==> src/pkg/dcm_pkg.sv <==
// Constants and types for the clock mode divider
package dcm_pkg;
  // Clock mode selection codes
  localparam logic [1:0] DCM_MODE_DIRECT_DIV2 = 2'h0;
  localparam logic [1:0] DCM_MODE_DIRECT_DIV1 = 2'h1;
  localparam logic [1:0] DCM_MODE_PLL_DIV2 = 2'h2;
  localparam logic [1:0] DCM_MODE_PLL_DIV1 = 2'h3;
  // Field positions within the mode selection
  localparam int DCM_MODE_DIV1_BIT = 0;
  localparam int DCM_MODE_PLL_BIT = 1;
  // System clock divider settings
  localparam logic DCM_SYS_DIV4 = 1'h0;
  localparam logic DCM_SYS_DIV2 = 1'h1;
  localparam logic DCM_SYS_DIV_RESET = DCM_SYS_DIV4;
  // Cpu clock rises per system clock half period, minus one, in div4
  localparam logic DCM_SYS_DIV4_LAST = 1'h1;
  localparam logic DCM_SYS_CNT_RESET = 1'h0;
  // Clock output pin source
  localparam logic DCM_PIN_SRC_CPU = 1'h0;
  localparam logic DCM_PIN_SRC_SYS = 1'h1;
  localparam logic DCM_PIN_SRC_RESET = DCM_PIN_SRC_CPU;
  // Clock level after reset
  localparam logic DCM_CLK_RESET = 1'h0;

  typedef struct packed {
    logic cpu_clock;
    logic system_clock;
    logic clock_output_pin;
  } dcm_clocks_type;

  localparam dcm_clocks_type DCM_CLOCKS_RESET = '{
    DCM_CLK_RESET, DCM_CLK_RESET, DCM_CLK_RESET};
endpackage

==> src/rtl/dcm_clock_mode_divider.sv <==
// Clock mode selection, cpu and system clock dividers, clock output pin
// Function
// Mode 00 direct div2, 01 direct div1, 10 PLL div2, 11 PLL div1; once locked, both PLL modes pass the PLL clock undivided.
// Cpu clock period is two or one input periods, also before lock.
// System clock is cpu clock over two or four; reset forces four.
// Clock output pin shows the cpu clock after power-on reset.
// Fully static logic; nothing changes while the input clock stands. In a locked PLL mode the cpu clock still follows pll_clock.
// All clock outputs launched together from the same internal edge.
`timescale 1ns/1ps
module dcm_clock_mode_divider (
  // Clock and reset
  input wire logic clk,
  input wire logic reset_n,
  // Clock sources
  input wire logic input_clock_pin,
  input wire logic pll_clock,
  input wire logic pll_locked,
  // Mode selection
  input wire logic [1:0] clock_mode_select,
  // System clock divider control
  input wire logic sys_div_load,
  input wire logic sys_div_value,
  // Clock output pin source control
  input wire logic pin_src_load,
  input wire logic pin_src_value,
  // Generated clocks, pll enable and setting readback
  output dcm_pkg::dcm_clocks_type clocks,
  output logic pll_enable,
  output logic sys_div_sel,
  output logic pin_src_sel
);
  import dcm_pkg::*;

  logic in_prev_reg;
  logic cnt_reg;
  logic cnt_next;
  logic sys_div_sel_reg;
  logic pin_src_reg;
  logic pll_enable_reg;
  dcm_clocks_type clocks_reg;
  dcm_clocks_type clocks_next;
  logic in_rise;
  logic in_fall;
  logic use_pll_clk;
  logic div1_mode;
  logic cpu_rise;

  assign in_rise = input_clock_pin & ~in_prev_reg;
  assign in_fall = ~input_clock_pin & in_prev_reg;
  // Before lock the PLL modes run from the input like the direct modes
  assign use_pll_clk = clock_mode_select[DCM_MODE_PLL_BIT] & pll_locked;
  assign div1_mode = clock_mode_select[DCM_MODE_DIV1_BIT];

  always_ff @(posedge clk) begin
    if (!reset_n) begin
      in_prev_reg <= DCM_CLK_RESET;
    end else begin
      in_prev_reg <= input_clock_pin;
    end
  end

  // Setting registers; reset covers both device and power-on reset
  always_ff @(posedge clk) begin
    if (!reset_n) begin
      sys_div_sel_reg <= DCM_SYS_DIV_RESET;
    end else if (sys_div_load) begin
      sys_div_sel_reg <= sys_div_value;
    end
  end

  always_ff @(posedge clk) begin
    if (!reset_n) begin
      pin_src_reg <= DCM_PIN_SRC_RESET;
    end else if (pin_src_load) begin
      pin_src_reg <= pin_src_value;
    end
  end

  always_ff @(posedge clk) begin
    if (!reset_n) begin
      pll_enable_reg <= 1'h0;
    end else begin
      pll_enable_reg <= clock_mode_select[DCM_MODE_PLL_BIT];
    end
  end

  // All clocks computed together so they leave from one edge
  always_comb begin
    clocks_next = clocks_reg;
    cnt_next = cnt_reg;
    if (use_pll_clk) begin
      clocks_next.cpu_clock = pll_clock;
    end else if (div1_mode) begin
      clocks_next.cpu_clock = input_clock_pin;
    end else if (in_rise) begin
      clocks_next.cpu_clock = ~clocks_reg.cpu_clock;
    end
    // Kept inside this process so the divider sees no combinational loop
    cpu_rise = clocks_next.cpu_clock & ~clocks_reg.cpu_clock;
    // Divider advances only on cpu edges, so a stopped input freezes it except in a locked PLL mode
    if (cpu_rise) begin
      if (sys_div_sel_reg == DCM_SYS_DIV2) begin
        clocks_next.system_clock = ~clocks_reg.system_clock;
        cnt_next = DCM_SYS_CNT_RESET;
      end else if (cnt_reg == DCM_SYS_DIV4_LAST) begin
        clocks_next.system_clock = ~clocks_reg.system_clock;
        cnt_next = DCM_SYS_CNT_RESET;
      end else begin
        cnt_next = ~cnt_reg;
      end
    end
    if (pin_src_reg == DCM_PIN_SRC_CPU) begin
      clocks_next.clock_output_pin = clocks_next.cpu_clock;
    end else begin
      clocks_next.clock_output_pin = clocks_next.system_clock;
    end
  end

  always_ff @(posedge clk) begin
    if (!reset_n) begin
      clocks_reg <= DCM_CLOCKS_RESET;
      cnt_reg <= DCM_SYS_CNT_RESET;
    end else begin
      clocks_reg <= clocks_next;
      cnt_reg <= cnt_next;
    end
  end

  assign clocks = clocks_reg;
  assign pll_enable = pll_enable_reg;
  assign sys_div_sel = sys_div_sel_reg;
  assign pin_src_sel = pin_src_reg;

  property p_div2_toggle;
    @(posedge clk) disable iff (!reset_n)
    (!use_pll_clk && !div1_mode && in_rise) |=>
      clocks_reg.cpu_clock != $past(clocks_reg.cpu_clock);
  endproperty
  a_div2_toggle: assert property (p_div2_toggle)
    else $error("cpu clock missed toggle on input rise");

  property p_div1_follow;
    @(posedge clk) disable iff (!reset_n)
    (!use_pll_clk && div1_mode) |=>
      clocks_reg.cpu_clock == $past(input_clock_pin);
  endproperty
  a_div1_follow: assert property (p_div1_follow)
    else $error("cpu clock does not follow input in div1");

  property p_pll_follow;
    @(posedge clk) disable iff (!reset_n)
    use_pll_clk |=> clocks_reg.cpu_clock == $past(pll_clock);
  endproperty
  a_pll_follow: assert property (p_pll_follow)
    else $error("cpu clock does not follow locked pll");

  property p_static;
    @(posedge clk) disable iff (!reset_n)
    (!use_pll_clk && !in_rise && !in_fall && !sys_div_load &&
      !pin_src_load && $stable(clock_mode_select) &&
      $stable(pin_src_reg) && $stable(use_pll_clk)) |=> $stable(clocks_reg);
  endproperty
  a_static: assert property (p_static)
    else $error("clocks changed while input clock stood");

  property p_sys_reset;
    @(posedge clk) disable iff (!reset_n)
    $rose(reset_n) |-> sys_div_sel_reg == DCM_SYS_DIV4;
  endproperty
  a_sys_reset: assert property (p_sys_reset)
    else $error("system divider not div4 after reset");

  property p_sys_div4;
    @(posedge clk) disable iff (!reset_n)
    (sys_div_sel_reg == DCM_SYS_DIV4 && cpu_rise &&
      cnt_reg == DCM_SYS_CNT_RESET) |=>
      $stable(clocks_reg.system_clock) && cnt_reg == DCM_SYS_DIV4_LAST;
  endproperty
  a_sys_div4: assert property (p_sys_div4)
    else $error("system clock toggled early in div4");

  property p_sys_div4_toggle;
    @(posedge clk) disable iff (!reset_n)
    (sys_div_sel_reg == DCM_SYS_DIV4 && cpu_rise &&
      cnt_reg == DCM_SYS_DIV4_LAST) |=>
      clocks_reg.system_clock != $past(clocks_reg.system_clock) &&
      cnt_reg == DCM_SYS_CNT_RESET;
  endproperty
  a_sys_div4_toggle: assert property (p_sys_div4_toggle)
    else $error("system clock missed toggle in div4");

  property p_pll_enable;
    @(posedge clk) disable iff (!reset_n)
    clock_mode_select[DCM_MODE_PLL_BIT] |=> pll_enable_reg;
  endproperty
  a_pll_enable: assert property (p_pll_enable)
    else $error("pll not enabled in pll mode");

  property p_sys_div2;
    @(posedge clk) disable iff (!reset_n)
    (sys_div_sel_reg == DCM_SYS_DIV2 && cpu_rise) |=>
      clocks_reg.system_clock != $past(clocks_reg.system_clock);
  endproperty
  a_sys_div2: assert property (p_sys_div2)
    else $error("system clock missed toggle in div2");

  property p_pin_reset;
    @(posedge clk) disable iff (!reset_n)
    $rose(reset_n) |-> pin_src_reg == DCM_PIN_SRC_CPU;
  endproperty
  a_pin_reset: assert property (p_pin_reset)
    else $error("clock pin source not cpu after reset");

  property p_pin_same_edge;
    @(posedge clk) disable iff (!reset_n)
    (pin_src_reg == DCM_PIN_SRC_CPU && $stable(pin_src_reg)) |->
      clocks_reg.clock_output_pin == clocks_reg.cpu_clock;
  endproperty
  a_pin_same_edge: assert property (p_pin_same_edge)
    else $error("clock pin skewed from cpu clock");

  c_div2: cover property (@(posedge clk) disable iff (!reset_n)
    !use_pll_clk && !div1_mode && in_rise && clocks_reg.cpu_clock);
  c_sys_div4: cover property (@(posedge clk) disable iff (!reset_n)
    (sys_div_sel_reg == DCM_SYS_DIV4) && $rose(clocks_reg.system_clock));
  c_pll: cover property (@(posedge clk) disable iff (!reset_n)
    $rose(use_pll_clk));
  c_pin_sys: cover property (@(posedge clk) disable iff (!reset_n)
    pin_src_reg == DCM_PIN_SRC_SYS && $rose(clocks_reg.clock_output_pin));
endmodule

==> config.mk <==
export PLATFORM = sky130hd
export DESIGN_NAME = dcm_clock_mode_divider
export DESIGN_NICKNAME = d
export VERILOG_FILES = /design/src/pkg/dcm_pkg.sv /design/src/rtl/dcm_clock_mode_divider.sv
export SDC_FILE = /design/constraint.sdc
export NUM_CORES = 1
export LEC_CHECK = 0
export BUFFER_PORTS_ARGS = -buffer_cell sky130_fd_sc_hd__buf_2
export CAP_MARGIN = 20
export CORE_AREA = 5 5 42 44
export DETAILED_ROUTE_END_ITERATION = 16
export DIE_AREA = 0 0 47 49
export SETUP_SLACK_MARGIN = 0.1
export SLEW_MARGIN = 40
export SYNTH_ARGS = -nofsm -noshare
export SYNTH_HDL_FRONTEND = slang
export SYNTH_SLANG_ARGS = --single-unit
==> constraint.sdc <==
create_clock -name clk -period 1.8 [get_ports clk]
set_clock_uncertainty 0.05 [all_clocks]
set_input_delay 0.18 -clock clk [delete_from_list [all_inputs] [get_ports clk]]
set_output_delay 0.18 -clock clk [all_outputs]
set_load 0.01 [all_outputs]
Word level (Yosys, flattened, before mapping)
Cells that the tools add are included.

Bits in registers: 8. Latch bits: 0. RAM bits: 0. Bits in read-only memories: 0. Output and inout bits: 6. Memories: 0.

Add/sub/neg operators: 0. Multipliers: 0. Div/mod/pow operators: 0. Order comparisons: 0. Eq/ne operators: 0. Shift operators: 0. Mux-type cells: 9. Bitwise operators: 7. Reduce and logical (&&, ||, !) cells: 0.

Operator list (count): 2-to-1 mux 1 bit (9); NOT 1 bit (4); bitwise AND 1 bit (3).

Depth between registers and ports, before layout
Depth after elaboration: 8. Gate-level depth with buffers: 4. Mapped depth without buffers: 4.

Worst setup path after synthesis
Ideal clock, no wire load.

Kind: flip-flop to flip-flop. Start: register clocks_reg (netlist bit clocks[2]). End: register clocks_reg (netlist bit clocks[0]). Library setup time: 0.126 ns. Arrival time: 1.006 ns. Data required time: 1.624 ns. Path slack: 0.618 ns. Cell stages (with the launch flop): 5. Buffers on the path: 0. Clock period less this slack: 1.182 ns. Cell sequence: dfxtp_1 > nand2_1 > o311ai_1 > o21ba_1 > o22ai_1.

Cells in the longest elaborated chain, start to end: 7.

Ends and longest elaborated chain: from (decl) (RTL line dcm_clock_mode_divider.sv:40) `dcm_clocks_type clocks_reg;`; from (signal assigned) (RTL line dcm_clock_mode_divider.sv:124) `clocks_reg <= clocks_next;`; NOT 1 bit (RTL line dcm_clock_mode_divider.sv:96, dcm_clock_mode_divider.sv:99); 2-to-1 mux 1 bit (RTL line dcm_clock_mode_divider.sv:95) `end else if (in_rise) begin`; 2-to-1 mux 1 bit (RTL line dcm_clock_mode_divider.sv:93) `end else if (div1_mode) begin`; 2-to-1 mux 1 bit (RTL line dcm_clock_mode_divider.sv:91) `if (use_pll_clk) begin`; bitwise AND 1 bit (RTL line dcm_clock_mode_divider.sv:99) `cpu_rise = clocks_next.cpu_clock & ~clocks_reg.cpu_clock;`; 2-to-1 mux 1 bit (RTL line dcm_clock_mode_divider.sv:101) `if (cpu_rise) begin`; 2-to-1 mux 1 bit * (RTL line dcm_clock_mode_divider.sv:112) `if (pin_src_reg == DCM_PIN_SRC_CPU) begin`.

Every way passes the cells marked *; elsewhere a longest branch is shown, timed or not. A chain may end at the register's enable or synchronous reset.

Worst setup path in the final report
Same ends and word-level chain as after synthesis.

==> results.ini <==
[final_layout]
drive_gt1_frac = 0.3509
diodes = 0
area_growth_syn_to_layout_pct = 32.87
num-fill-cells = 163
nets = 70
final_area_um2 = 480.5
largest_reg_flops = 3
stdcell_count = 73

[sta]
relSlewSlack = 0.8253
hold_viol = 0
fin_crit_sh = 0.6745
worst_slew_pin_slew_ns = 0.2617
finalMaxSlewViolations = 0
setup_viol = 0
rsz0062_at_grt = false
tns_ns = 0
max_freq_mhz = 823.7
finalCriticalPeriod_ns = 1.214

[yosys]
synthFlopType = dfxtp_1
ys_top_cells_by_count = 8 x dfxtp_1, 5 x nand2_1, 3 x mux2i_1, 3 x nor2b_1
synth_cells = 39
synth_area_leaders = dfxtp_1 44%, mux2i_1 8.3%, nand2_1 5.2%
ys_seq_area_frac = 0.4429
syn_area_um2 = 361.6
synthesis.nets = 50
synth-seq-cells = 8
async_reset_ff_frac = 0
synth_edf_count = 0
syn_area_per_cell_um2 = 9.272
synth_warnings = 0
synth_top_area_share = 0.4429
yosysMostFrequentCell = dfxtp_1
yosysTopAreaCell = dfxtp_1
ys_types = 20

[global_route]
antenna_found_initial = 0
grt_overflow_total = 0
grt_max_degree = 12
grt_usage = 0.08104
grt_pass1_wl_mm = 1.331
grt_pass1_vias = 318

[setup_path]
crit_type = reg2reg
crit_fanout = 8
start_kind = register
required_ns = 1.89
cp.arrival_ns = 1.30
critPathCaptureType = register

[clocking]
clock_sinks = 8
clkTransAtPathRegs_ns = 0.06
numCtsBuffers = 3
clk_latency_ns = 0.25
root_buffer = clkbuf_4
post_cts_buffers = 0
cts_resized = 0
h-tree-depth = 1
cts.path.max_buffers = 2
cts_tree = built
postCtsHoldBufs = 0

[die]
std_cell_rows = 14
die_w_um = 47
initial_core_util = 0.2580
core_area_um2 = 1401
die-height_um = 49
die_area_um2 = 2303
ios = 17

[routing]
wl_um = 748
vias = 335
ant_nets = 0
drc = 0
drt_pass1_iterations = 2
viasPerCell = 4.589
initialDrtViolationCount = 3
routedWlPerCell_um = 10.25

[worst_hold_path]
worstHoldPathType = in2reg

[power_and_ir_drop]
p_per_area_nw_per_um2 = 842.6
p_leak_nw = 0.2251
irDropWorstVdd_mv = 0.4424

[placement]
place.gp.congestion = 0.6320
dp.cells = 70
buffer_ports.inserted = 16
hpwl_um = 605.3
postPlaceCellArea_um2 = 457.9

[outcome]
status = completed

[flow_run]
cap_violations = 0

worst max-delay path, cell delays in order (launching register included):
cell	delay [ns]
dfxtp_1	0.46
nand2_1	0.08
o311ai_1	0.24
o21ba_1	0.19
o22ai_1	0.08
final timing paths:
path | from | end | slack, ns | depth (start not counted)
min reg2reg | pin_src_sel$_SDFFE_PN0P_ | clocks[0]$_SDFF_PN0_ | 0.45 | 2
max | clocks[2]$_SDFF_PN0_ | clocks[0]$_SDFF_PN0_ | 0.59 | 4
max reg2reg | clocks[2]$_SDFF_PN0_ | clocks[0]$_SDFF_PN0_ | 0.59 | 4
min | clock_mode_select[1] | pll_enable$_SDFF_PN0_ | 0.10 | 2
final cells by class:
type / count / area [um^2] / share of cell area
clock buffer: 3 / 22.52 / 0.04687
multi-input combinational: 30 / 197.7 / 0.4115
sequential: 8 / 160.2 / 0.3333
tap: 16 / 20.02 / 0.04167
timing repair buffer: 16 / 80.08 / 0.1667
logic make-up (layout without fill, tap and decap cells):
group | Yosys count | in the layout | synth area share
DFF | 8 | 8 | 0.4429
and+or+nand+nor | 17 | 17 | 0.2630
AOI/OAI and AO/OA | 10 | 10 | 0.2007
buffers and inverters | 1 | 19 | 0.01037
muxes | 3 | 3 | 0.08305
cells in the final DEF, fill, tap and decap left out, drive strengths merged, types with 2 or more instances in the layout:
cell	count
o31ai	2
nor2b	3
nand2b	2
mux2i	3
and2	2
buf	16
a31oi	2
dfxtp	8
nand2	5
clkbuf	3
stage by stage:
step / hold WS (ns) / worst slack (ns) / util / power (mW)
after global routing: 0.1111 / 0.4350 / 0.3429 / 0.4332
after global placement: 0.3608 / 0.6230 / 0.3268 / 0.2732
after floorplan: 0.2517 / 0.6180 / - / 0.2452
after detailed placement: 0.3648 / 0.5675 / 0.3268 / 0.2743
after CTS: 0.09877 / 0.5605 / 0.3429 / 0.4123
final: 0.1031 / 0.5859 / 0.3429 / 0.4048
layer usage:
metal  vias to the layer above  track usage  routed length (um)
met2                        11       0.1154                 358
met5                         -            0                   0
li1                        178            -                   -
met3                         2      0.04428                  62
met1                       144      0.09471                 314
met4                         0      0.04147                  13
power breakdown:
part	switching [mW]	leakage, nW	internal (mW)
Clock	0.0590	0.0138	0.0762
Sequential	0.0110	0.0662	0.191
Combinational	0.0332	0.145	0.0346
Total	0.103	0.225	0.302
Power figures use the tool's default switching activity.
